[src/common/iomb_pkg.sv]
// Shared types and constants for the I/O to memory ordering bridge
package iomb_pkg;
    localparam int ADDR_W = 32;
    localparam int DATA_W = 64;
    localparam int QUEUE_DEPTH = 4;

    typedef enum logic [1:0]
    {
        IOMB_CMD_WR = 2'h1,
        IOMB_CMD_RD = 2'h2
    } iomb_kind_t;

    typedef struct packed
    {
        iomb_kind_t          kind;
        logic [ADDR_W-1:0]   addr;
        logic [DATA_W-1:0]   data;
    } iomb_cmd_t;

    localparam int CMD_W = $bits(iomb_cmd_t);

    typedef enum logic [4:0]
    {
        ST_IDLE  = 5'h01,
        ST_OWN   = 5'h02,
        ST_FLUSH = 5'h04,
        ST_MWR   = 5'h08,
        ST_MRD   = 5'h10
    } iomb_state_t;
endpackage

[src/hw/iomb_cmd_queue.sv]
// In-order command queue holding inbound device memory commands
`timescale 1ns/1ps
module iomb_cmd_queue #(
    parameter int WIDTH = 8,
    parameter int DEPTH = 4
) (
    input  wire logic                     core_clk,
    input  wire logic                     sys_rst,
    input  wire logic                     in_valid,
    output logic                          in_ready,
    input  wire logic [WIDTH-1:0]         in_data,
    output logic                          out_valid,
    input  wire logic                     out_ready,
    output logic [WIDTH-1:0]              out_data,
    output logic                          nonempty
);
    localparam int PW = $clog2(DEPTH);
    localparam logic [PW:0] FULL_CNT = (PW+1)'(DEPTH);
    localparam logic [PW-1:0] LAST_IDX = PW'(DEPTH - 1);

    logic [WIDTH-1:0] mem_q [DEPTH];
    logic [PW-1:0]    wr_q, wr_d, rd_q, rd_d;
    logic [PW:0]      cnt_q, cnt_d;
    logic             push, pop;

    assign in_ready  = (cnt_q != FULL_CNT);
    assign out_valid = (cnt_q != '0);
    assign nonempty  = out_valid;
    assign out_data  = mem_q[rd_q];
    assign push      = in_valid && in_ready;
    assign pop       = out_valid && out_ready;

    always_comb
    begin
        wr_d  = push ? ((wr_q == LAST_IDX) ? '0 : wr_q + 1'b1) : wr_q;
        rd_d  = pop ? ((rd_q == LAST_IDX) ? '0 : rd_q + 1'b1) : rd_q;
        cnt_d = cnt_q + (PW+1)'(push) - (PW+1)'(pop);
    end

    always_ff @(posedge core_clk)
    begin
        if (sys_rst)
        begin
            wr_q  <= '0;
            rd_q  <= '0;
            cnt_q <= '0;
        end
        else
        begin
            wr_q  <= wr_d;
            rd_q  <= rd_d;
            cnt_q <= cnt_d;
        end
    end

    // Data storage needs no reset; only the pointers and the count define validity
    always_ff @(posedge core_clk)
    begin
        if (push)
        begin
            mem_q[wr_q] <= in_data;
        end
    end
endmodule

[src/hw/iomb_bridge.sv]
// System bridge ordering core: inbound device memory traffic versus processor reads
`timescale 1ns/1ps
// Overview of operation
// - Reads toward I/O are retried while posted inbound writes remain buffered
// - Posted device writes and following read return data keep relative order
// - Device write is flushed and owned before later read data reaches processor
// - Memory ownership is taken before the flush command is issued
// - Writes from one device reach memory in issue order
// - Flush, write, flush, write strictly alternate, flushes in order
// - Memory commands are processed in arrival order from the I/O side
// - Write then read from one device stays ordered without software help
// - Interrupt acknowledge read also flushes legacy bridge line buffers
// - Only one outbound I/O command is outstanding at a time
// - Peer write arrives before any processor read triggered by its data
// - Control register operations are done one at a time, in order
module iomb_bridge #(
    parameter int DEPTH = iomb_pkg::QUEUE_DEPTH
) (
    input  wire logic                        core_clk,
    input  wire logic                        sys_rst,
    input  wire logic                        io_cmd_valid,
    output logic                             io_cmd_ready,
    input  wire iomb_pkg::iomb_cmd_t         io_cmd,
    output logic                             io_rd_rsp_valid,
    output logic [iomb_pkg::DATA_W-1:0]      io_rd_rsp_data,
    output logic                             mem_own_req,
    input  wire logic                        mem_own_gnt,
    output logic                             mem_wr_valid,
    output logic                             mem_rd_valid,
    output logic [iomb_pkg::ADDR_W-1:0]      mem_addr,
    output logic [iomb_pkg::DATA_W-1:0]      mem_wdata,
    input  wire logic                        mem_done,
    input  wire logic [iomb_pkg::DATA_W-1:0] mem_rdata,
    output logic                             cpu_flush_valid,
    output logic [iomb_pkg::ADDR_W-1:0]      cpu_flush_addr,
    input  wire logic                        cpu_flush_ack,
    input  wire logic                        cpu_io_req_valid,
    input  wire logic                        cpu_io_req_intack,
    input  wire logic [iomb_pkg::ADDR_W-1:0] cpu_io_req_addr,
    output logic                             cpu_io_req_ready,
    output logic                             cpu_io_req_retry,
    output logic                             io_out_valid,
    output logic [iomb_pkg::ADDR_W-1:0]      io_out_addr,
    output logic                             io_out_intack,
    output logic                             lb_flush,
    input  wire logic                        io_rtn_valid,
    input  wire logic [iomb_pkg::DATA_W-1:0] io_rtn_data,
    output logic                             cpu_rtn_valid,
    output logic [iomb_pkg::DATA_W-1:0]      cpu_rtn_data,
    input  wire logic                        csr_req_valid,
    output logic                             csr_req_ready,
    output logic                             csr_issue,
    input  wire logic                        csr_done
);
    iomb_pkg::iomb_state_t state_q, state_d;
    iomb_pkg::iomb_cmd_t   cur_q, cur_d, head;
    logic                  head_valid, head_pop, q_nonempty, wr_pending;
    logic                  rsp_v_q, rsp_v_d;
    logic [iomb_pkg::DATA_W-1:0] rsp_q, rsp_d;

    iomb_cmd_queue #(.WIDTH(iomb_pkg::CMD_W), .DEPTH(DEPTH)) u_queue (
        .core_clk  (core_clk),
        .sys_rst   (sys_rst),
        .in_valid  (io_cmd_valid),
        .in_ready  (io_cmd_ready),
        .in_data   (io_cmd),
        .out_valid (head_valid),
        .out_ready (head_pop),
        .out_data  (head),
        .nonempty  (q_nonempty)
    );

    // One command at a time, in arrival order; the queue never reorders
    assign head_pop = head_valid && (state_q == iomb_pkg::ST_IDLE);

    // Reads sit in the same queue, so a read after a write sees its data
    assign wr_pending = q_nonempty || (state_q != iomb_pkg::ST_IDLE);

    always_comb
    begin
        state_d = state_q;
        cur_d   = cur_q;
        rsp_v_d = 1'b0;
        rsp_d   = rsp_q;
        case (state_q)
            iomb_pkg::ST_IDLE:
            begin
                if (head_pop)
                begin
                    cur_d   = head;
                    state_d = iomb_pkg::ST_OWN;
                end
            end
            // Ownership first, so any later miss sees the new data
            iomb_pkg::ST_OWN:
                if (mem_own_gnt)
                    state_d = (cur_q.kind == iomb_pkg::IOMB_CMD_WR) ?
                        iomb_pkg::ST_FLUSH : iomb_pkg::ST_MRD;
            iomb_pkg::ST_FLUSH:
                if (cpu_flush_ack)
                    state_d = iomb_pkg::ST_MWR;
            // Ownership is held through the write, making it atomic
            iomb_pkg::ST_MWR:
                if (mem_done)
                    state_d = iomb_pkg::ST_IDLE;
            iomb_pkg::ST_MRD:
                if (mem_done)
                begin
                    rsp_v_d = 1'b1;
                    rsp_d   = mem_rdata;
                    state_d = iomb_pkg::ST_IDLE;
                end
            default:
                state_d = iomb_pkg::ST_IDLE;
        endcase
    end

    always_ff @(posedge core_clk)
    begin
        if (sys_rst)
        begin
            state_q <= iomb_pkg::ST_IDLE;
            cur_q   <= '0;
            rsp_v_q <= 1'b0;
            rsp_q   <= '0;
        end
        else
        begin
            state_q <= state_d;
            cur_q   <= cur_d;
            rsp_v_q <= rsp_v_d;
            rsp_q   <= rsp_d;
        end
    end

    assign mem_own_req     = (state_q != iomb_pkg::ST_IDLE);
    assign cpu_flush_valid = (state_q == iomb_pkg::ST_FLUSH);
    assign mem_wr_valid    = (state_q == iomb_pkg::ST_MWR);
    assign mem_rd_valid    = (state_q == iomb_pkg::ST_MRD);
    assign cpu_flush_addr  = cur_q.addr;
    assign mem_addr        = cur_q.addr;
    assign mem_wdata       = cur_q.data;
    assign io_rd_rsp_valid = rsp_v_q;
    assign io_rd_rsp_data  = rsp_q;

    // Outbound processor reads toward I/O
    logic                        out_busy_q, out_busy_d, out_v_q, out_v_d;
    logic                        out_ia_q, out_ia_d, lbf_q, lbf_d;
    logic                        rtn_full_q, rtn_full_d;
    logic [iomb_pkg::ADDR_W-1:0] out_addr_q, out_addr_d;
    logic [iomb_pkg::DATA_W-1:0] rtn_q, rtn_d;
    logic                        io_accept;

    // Retry rather than stall while posted writes drain: no deadlock
    assign cpu_io_req_retry = cpu_io_req_valid && wr_pending;
    assign cpu_io_req_ready = !out_busy_q && !rtn_full_q && !wr_pending;
    assign io_accept        = cpu_io_req_valid && cpu_io_req_ready;

    always_comb
    begin
        out_busy_d = out_busy_q;
        out_v_d    = 1'b0;
        out_ia_d   = out_ia_q;
        out_addr_d = out_addr_q;
        lbf_d      = 1'b0;
        rtn_full_d = rtn_full_q;
        rtn_d      = rtn_q;
        if (io_accept)
        begin
            out_busy_d = 1'b1;
            out_v_d    = 1'b1;
            out_ia_d   = cpu_io_req_intack;
            out_addr_d = cpu_io_req_addr;
            lbf_d      = cpu_io_req_intack;
        end
        if (io_rtn_valid && out_busy_q)
        begin
            out_busy_d = 1'b0;
            rtn_full_d = 1'b1;
            rtn_d      = io_rtn_data;
        end
        if (cpu_rtn_valid)
            rtn_full_d = 1'b0;
    end

    always_ff @(posedge core_clk)
    begin
        if (sys_rst)
        begin
            out_busy_q <= 1'b0;
            out_v_q    <= 1'b0;
            out_ia_q   <= 1'b0;
            out_addr_q <= '0;
            lbf_q      <= 1'b0;
            rtn_full_q <= 1'b0;
            rtn_q      <= '0;
        end
        else
        begin
            out_busy_q <= out_busy_d;
            out_v_q    <= out_v_d;
            out_ia_q   <= out_ia_d;
            out_addr_q <= out_addr_d;
            lbf_q      <= lbf_d;
            rtn_full_q <= rtn_full_d;
            rtn_q      <= rtn_d;
        end
    end

    assign io_out_valid  = out_v_q;
    assign io_out_addr   = out_addr_q;
    assign io_out_intack = out_ia_q;
    assign lb_flush      = lbf_q;
    // Return data waits until every earlier device write is flushed and owned
    assign cpu_rtn_valid = rtn_full_q && !wr_pending;
    assign cpu_rtn_data  = rtn_q;

    // Control register operations, strictly one in flight
    logic csr_busy_q, csr_busy_d, csr_iss_q, csr_iss_d;

    assign csr_req_ready = !csr_busy_q;

    always_comb
    begin
        csr_iss_d  = csr_req_valid && !csr_busy_q;
        csr_busy_d = csr_iss_d ? 1'b1 : (csr_done ? 1'b0 : csr_busy_q);
    end

    always_ff @(posedge core_clk)
    begin
        if (sys_rst)
        begin
            csr_busy_q <= 1'b0;
            csr_iss_q  <= 1'b0;
        end
        else
        begin
            csr_busy_q <= csr_busy_d;
            csr_iss_q  <= csr_iss_d;
        end
    end

    assign csr_issue = csr_iss_q;

    // Checks
    logic flushed_q;

    always_ff @(posedge core_clk)
    begin
        if (sys_rst)
            flushed_q <= 1'b0;
        else
            flushed_q <= (state_q == iomb_pkg::ST_FLUSH && cpu_flush_ack) ? 1'b1 :
                         ((state_q == iomb_pkg::ST_IDLE) ? 1'b0 : flushed_q);
    end

    a_retry_pending: assert property (@(posedge core_clk) disable iff (sys_rst)
        cpu_io_req_valid && wr_pending |-> cpu_io_req_retry && !cpu_io_req_ready)
        else $error("read not retried with writes pending");
    a_rtn_behind_wr: assert property (@(posedge core_clk) disable iff (sys_rst)
        cpu_rtn_valid |-> !q_nonempty && state_q == iomb_pkg::ST_IDLE)
        else $error("return data passed an inbound write");
    a_own_before_flush: assert property (@(posedge core_clk) disable iff (sys_rst)
        $rose(cpu_flush_valid) |-> $past(state_q) == iomb_pkg::ST_OWN && $past(mem_own_gnt))
        else $error("flush issued without ownership");
    a_flush_before_wr: assert property (@(posedge core_clk) disable iff (sys_rst)
        mem_wr_valid |-> flushed_q && mem_own_req)
        else $error("memory write before flush");
    a_wr_then_idle: assert property (@(posedge core_clk) disable iff (sys_rst)
        mem_wr_valid && mem_done |=> state_q == iomb_pkg::ST_IDLE ##1 !cpu_flush_valid)
        else $error("write and flush not alternating");
    a_inorder_take: assert property (@(posedge core_clk) disable iff (sys_rst)
        head_pop |=> cur_q == $past(head) && state_q == iomb_pkg::ST_OWN)
        else $error("command taken out of order");
    a_one_io_cmd: assert property (@(posedge core_clk) disable iff (sys_rst)
        io_out_valid |=> !io_out_valid && out_busy_q)
        else $error("second outbound command while busy");
    a_intack_flush: assert property (@(posedge core_clk) disable iff (sys_rst)
        io_accept && cpu_io_req_intack |=> lb_flush && io_out_intack)
        else $error("interrupt acknowledge without line buffer flush");
    a_csr_single: assert property (@(posedge core_clk) disable iff (sys_rst)
        csr_issue |-> csr_busy_q ##0 !csr_iss_d)
        else $error("control register operation overlapped");

    c_write_seq: cover property (@(posedge core_clk) disable iff (sys_rst)
        cpu_flush_valid ##[1:20] mem_wr_valid && mem_done);
    c_read_rsp: cover property (@(posedge core_clk) disable iff (sys_rst) io_rd_rsp_valid);
    c_retry: cover property (@(posedge core_clk) disable iff (sys_rst) cpu_io_req_retry);
    c_rtn_held: cover property (@(posedge core_clk) disable iff (sys_rst)
        rtn_full_q && wr_pending ##[1:20] cpu_rtn_valid);
endmodule

[config.mk]
export PLATFORM = sky130hd
export DESIGN_NAME = iomb_bridge
export DESIGN_NICKNAME = d
export VERILOG_FILES = /design/src/common/iomb_pkg.sv /design/src/hw/iomb_cmd_queue.sv /design/src/hw/iomb_bridge.sv
export SDC_FILE = /design/constraint.sdc
export NUM_CORES = 1
export LEC_CHECK = 0
export BUFFER_PORTS_ARGS = -buffer_cell sky130_fd_sc_hd__buf_4
export CORE_AREA = 2 2 224 226
export DETAILED_ROUTE_END_ITERATION = 16
export DIE_AREA = 0 0 226 228
export PLACE_DENSITY = 0.76
export SLEW_MARGIN = 20
export SYNTH_ARGS = -nofsm -noshare
export SYNTH_HDL_FRONTEND = slang
export SYNTH_SLANG_ARGS = --single-unit
[constraint.sdc]
create_clock -name core_clk -period 7.2 [get_ports core_clk]
set_input_delay 1.8 -clock core_clk [delete_from_list [all_inputs] [get_ports core_clk]]
set_output_delay 1.8 -clock core_clk [all_outputs]
set_load 0.01 [all_outputs]
# Word-level counts from Yosys, hierarchy flattened
# Memory sizes are Yosys's and may differ from the RTL's. A register that Yosys moved wholly into a read port is not among the register bits.
# Index checks and enable logic that the tools add are counted.
[word_totals]
ff_bits = 180
ramBits = 392
in_bits = 269
output_inout_bits = 302
word_cells = 75
n_memories = 1
[op_classes]
n_addsub = 4
eq_ne = 14
muxes = 14
bitwise_logic = 2
reduce_logical = 25
[mem_list]
columns = ["memory", "words", "word_bits", "rd", "rd_ports_with_merged_regs", "write_ports", "line", "text"]
rows = [
  ["u_queue.mem_q", 4, 98, 1, 1, 1, "iomb_cmd_queue.sv:21", "logic [WIDTH-1:0] mem_q [DEPTH];"],
]
[op_table]
columns = ["op", "count"]
rows = [
  ["5-bit 2-to-1 mux", 5],
  ["5-bit case mux with 4 select lines", 1],
  ["1-bit logical AND", 10],
  ["2-bit OR reduction", 5],
  ["1-bit 2-to-1 mux", 6],
  ["2-bit by 1-bit != test with 1-bit output (second input constant)", 3],
  ["5-bit by 1-bit equality test with 1-bit output (second input constant)", 1],
  ["5-bit by 2-bit equality test with 1-bit output (second input constant)", 1],
  ["5-bit by 3-bit equality test with 1-bit output (second input constant)", 1],
  ["5-bit by 4-bit equality test with 1-bit output (second input constant)", 1],
  ["5-bit equality test (second input constant)", 1],
  ["5-bit by 1-bit != test with 1-bit output (second input constant)", 1],
  ["2-bit by 1-bit adder with 2-bit output (second input constant)", 2],
  ["2-bit equality test (second input constant)", 2],
  ["1-bit zero test", 4],
  ["2-bit 2-to-1 mux", 2],
  ["2-bit AND reduction", 2],
  ["4-bit AND reduction", 1],
  ["3-bit by 1-bit adder with 3-bit output", 1],
  ["3-bit != test (second input constant)", 1],
  ["3-bit nonzero test", 1],
  ["3-bit by 1-bit subtractor with 3-bit output", 1],
  ["2-bit by 1-bit equality test with 1-bit output (second input constant)", 1],
  ["2-bit != test (second input constant)", 1],
  ["3 further kinds", 4],
]

# Depth between registers and ports, before layout
[depth]
word_depth = 7
mapped_depth = 13
ltp_nobuf = 10

# Hierarchy
# Synthesis repeated with hierarchy kept, for this count alone.
[hier_totals]
hier_cells = 1848
area_unflattened_um2 = 24977.7
[modules_own_cells]
columns = ["module", "n_inst", "cells_per_inst", "area_each_um2", "seq_area_each_um2"]
rows = [
  ["iomb_cmd_queue", 1, 562, 14595.2, 11951.5],
  ["iomb_bridge", 1, 1286, 10382.5, 5425.2],
]

# Worst setup path before layout
# No wires, ideal clock.
[synth_path]
path_type = "in2reg"
from = "input port io_cmd_valid"
to = "memory u_queue.mem_q[1][0] (netlist name) (enable)"
setup_ns = 0.468
arrival_ns = 4.121
required_time_ns = 6.732
setup_slack_ns = 2.611
stages = 1
path_buffers = 0
path_cell_list = "and3_1"
[synth_via]
elab_chain_cells = 3
[synth_lines]
columns = ["element", "line", "text"]
rows = [
  ["start: declaration", "iomb_bridge.sv:21", "input wire logic io_cmd_valid,"],
  ["1-bit logical AND", "iomb_cmd_queue.sv:30", "assign push = in_valid && in_ready;"],
  ["1-bit 2-to-1 mux", "iomb_cmd_queue.sv:59", "if (push)"],
  ["1-bit 2-to-1 mux (implied by the code)", "iomb_cmd_queue.sv:61", "mem_q[wr_q] <= in_data;"],
  ["end: declaration", "iomb_cmd_queue.sv:21", ""],
]
# No other way between the ends.

# Final worst setup path
[layout_path]
from = "register state_q[1]"
to = "output port cpu_io_req_ready"
[layout_via]
elab_chain_cells = 4
[layout_lines]
columns = ["element", "line", "text"]
rows = [
  ["start: declaration", "iomb_bridge.sv:55", "iomb_pkg::iomb_state_t state_q, state_d;"],
  ["start signal: assignment", "iomb_bridge.sv:122", "state_q <= iomb_pkg::ST_IDLE;"],
  ["start signal: assignment", "iomb_bridge.sv:129", "state_q <= state_d;"],
  ["5-bit by 1-bit != test with 1-bit output", "iomb_bridge.sv:77", "assign wr_pending = q_nonempty || (state_q != iomb_pkg::ST_IDLE);"],
  ["1-bit logical OR", "iomb_bridge.sv:77", ""],
  ["1-bit zero test", "iomb_bridge.sv:156", "assign cpu_io_req_ready = !out_busy_q && !rtn_full_q && !wr_pending;"],
  ["1-bit logical AND", "iomb_bridge.sv:156", ""],
  ["end: declaration", "iomb_bridge.sv:40", "output logic cpu_io_req_ready,"],
]
# No other way between the ends.

==> metrics.md <==
| Metric | Value |
|---|---|
| Status | finished, final reports clean |
| Die Span X | 226 um |
| Pwr dens | 369.4 nW/um^2 |
| Fin Hold WS | 0.4524 ns |
| M1 wire length | 24.30 mm |
| Clock transition at path regs | 0.06 ns |
| # clock sinks | 670 |
| Initial DRC count | 1105 |
| Drt total wl | 68.02 mm |
| Total grt overflow | 0 |
| Max Cap Violations | 0 |
| # port buffers | 570 |
| GRT Util Overall | 25.91% |
| Clock Path Buffers | 3 |
| Drt drc | 0 |
| Cells after DPL | 2902 |
| Crit share post-route | 57.57% |
| # hold bufs at CTS | 0 |
| WL per Instance | 22.29 um |
| IO Pins | 571 |
| Netlist Area Pre-Place | 24970 sq um |
| Crit-path max FO | 7 |
| Total CTS buffers | 69 |
| Top Layer Used | met5 |
| Final GP Congestion | 0.8881 |
| Worst-Skew Late Latency | 0.60 ns |
| Yosys warns | 0 |
| Skew final | 0.02160 ns |
| Met2 WL | 34.58 mm |
| Num rows | 82 |
| Fmax | 0.2413 GHz |
| Slew Viols, Final | 0 |
| RSZ-0062 raised after global routing | no |
| First-pass GRT wire length | 99.02 mm |
| Largest net degree at the start of global routing | 134 |
| Routed met3 length | 5.858 mm |
| Post-DRT Antenna Nets | 0 |
| Die Area | 51530 sq um |
| CP Data Arrival Time | 2.34 ns |
| P_leak | 11.53 nW |
| Placeable Area | 49350 sq um |
| Synth unique cells | 43 |
| Final Hold Viols | 0 |
| Worst endpoint required time | 5.40 ns |
| DPL Wire Length | 45.26 mm |
| H-tree levels | 3 |
| Layout area overhead | 24.97% |
| Hold Path Stages | 2 |
| Vias in the first global route | 16350 |
| Setup repair bufs after CTS | 0 |
| Syn avg cell area | 13.26 sq um |
| Max_slew headroom | 34.48% |
| First-pass DRT Iterations | 5 |
| Layout Cells excl Fill | 3052 |
| Tot Pwr | 11.53 mW |
| Syn Nets | 2161 |
| Number of vias per cell | 5.299 |
| Setup violators final | 0 |
| Synthesized flop and latch total | 670 |
| Starting density of the core | 50.61% |
| Nets | 2579 |
| Post-synthesis sequential area ratio | 69.42% |
| R2R depth | 10 |
| Initial antenna violation count | 28 |
| Fillers | 3697 |
| Vias | 16170 |
| Max IR drop VDD | 317.5 uV |
| Share of layout cells above drive strength 1 | 34.96% |
| Synth Instances | 1884 |
| Tightest Pin Transition | 0.9829 ns |
| Worst Setup Start Kind | register |
| Endpoint class of the critical path | output pin |
| Fin Setup TNS | 0 ns |
| Placed inst area | 28760 sq um |
| Cts repair resizes | 0 |
| Root buf cell | clkbuf_16 |
| Setup CP Type | reg -> out |
| Cell area after layout | 31210 sq um |
| Hold WC Path Type | reg -> reg |
| CTS tree | yes |
| Min Tclk post-route | 4.145 ns |
| Die H | 228 um |
## flip-flops by register name, summed over array words and instances, names as in the netlist, 2 cells and up
register / cells
cpu_flush_addr: 32
cpu_rtn_data: 64
cur_q: 2
io_out_addr: 32
io_rd_rsp_data: 64
mem_wdata: 64
state_q: 5
u_queue.cnt_q: 3
u_queue.mem_q: 392
u_queue.rd_q: 2
u_queue.wr_q: 2
## cell usage after synthesis
cell type,count,area [sq um]
nand2_1,520,1952
edfxtp_1,392,11770
dfxtp_1,278,5565
a21oi_1,257,1286
buf_4,128,960.9
mux4_2,98,2207
clkbuf_1,60,225.2
buf_2,32,160.2
buf_6,11,123.9
nor2_1,11,41.29
inv_1,10,37.54
a21oi_2,9,78.83
buf_1,9,33.78
nand2_2,9,56.30
ha_1,7,87.58
nor3b_1,5,37.54
and3_1,4,25.02
nand3_1,4,20.02
nor2b_1,4,25.02
nor3_1,4,20.02
or3_1,4,25.02
and2_1,3,18.77
nand2b_1,3,18.77
nand3b_1,2,15.01
xnor2_1,2,17.52
a211o_1,1,8.760
a211oi_1,1,7.510
and4_1,1,8.760
and4b_1,1,10.01
clkinv_4,1,8.760
fa_1,1,20.02
mux2_2,1,11.26
mux2i_1,1,10.01
nand4_1,1,6.260
nand4b_1,1,8.760
nor4_1,1,6.260
o2111ai_1,1,8.760
o21ai_0,1,5.000
o32ai_1,1,8.760
or3b_2,1,8.760
or4_1,1,7.510
or4b_1,1,10.01
xor2_1,1,8.760
## power breakdown
part	switching, mW	internal [mW]	total, mW
Combinational	1.62	1.32	2.94
Clock	1.47	2.20	3.66
Sequential	0.331	4.60	4.93
Total	3.41	8.12	11.5
## cell families (layout without fill, tap and decap cells)
logic type / count (synthesis) / in the layout / synth area share, %
flops: 670 / 670 / 69.42
simple gates: 581 / 581 / 9.294
compound gates: 271 / 271 / 5.621
buf+inv: 251 / 724 / 6.207
mux: 100 / 100 / 8.923
fa+ha+maj: 8 / 8 / 0.4308
xor+xnor: 3 / 3 / 0.1052
other cells: 0 / 23 / 0
## final cells by class
type | count | area (sq um) | area share (%)
diodes | 23 | 57.56 | 0.1844
well taps | 672 | 840.8 | 2.694
clock inverters | 35 | 379.1 | 1.215
inverters | 11 | 46.29 | 0.1483
clock buffers | 91 | 1977 | 6.334
repair buffers | 587 | 4446 | 14.24
multi-input cells | 963 | 6118 | 19.60
flip-flops and latches | 670 | 17340 | 55.57
## critical path, stage by stage, from the launching register on
cell and delay [ns]:
dfxtp_1 0.36, or4_1 0.53, nor4_1 0.23, buf_4 0.20, nor3b_1 0.26, buf_4 0.18
## path summary, 6_finish.rpt
check	endpoint	start	slack, ns
worst max-delay path	cpu_io_req_ready	state_q[1]$_SDFFE_PP0P_	3.06
worst min-delay path	io_out_addr[5]$_SDFFE_PP0P_	io_out_addr[5]$_SDFFE_PP0P_	0.45
worst max register to register	u_queue.cnt_q[2]$_SDFF_PP0_	u_queue.cnt_q[1]$_SDFF_PP0_	3.72
worst min register to register	io_out_addr[5]$_SDFFE_PP0P_	io_out_addr[5]$_SDFFE_PP0P_	0.45
## metrics by stage
step           setup WS (ns)  util [%]
4_1_cts                3.016     63.05
3_3_place_gp           3.207     58.27
3_5_place_dp           3.201     58.28
5_1_grt                2.925     63.23
6_report               3.055     63.24
2_1_floorplan          2.611         -
## cell usage in the layout (no fill, tap or decap), types with 4 or more instances in the layout
master,netlist,final
mux4_2,98,98
nor2b_1,4,4
nand2_1,520,519
a21oi_1,257,257
dfxtp_1,278,276
clkbuf_8,0,6
nor2_1,11,11
nand3_1,4,4
edfxtp_1,392,392
inv_1,10,10
and3_4,0,4
a21oi_2,9,9
ha_1,7,7
diode_2,0,23
nor3_1,4,4
nor3b_1,5,5
buf_4,128,582
clkinv_1,0,9
clkbuf_1,60,10
bufinv_16,0,7
nand2_2,9,10
clkinvlp_4,0,4
clkbuf_16,0,74
clkinv_2,0,8
## metal layers
metal  global-route usage [%]  up-vias
li1                         -     7378
met1                    29.33     7934
met2                    43.36      699
met3                    7.354      151
met4                    15.85       10
met5                        0        -
No activity file was read; power rests on OpenSTA's default activity.
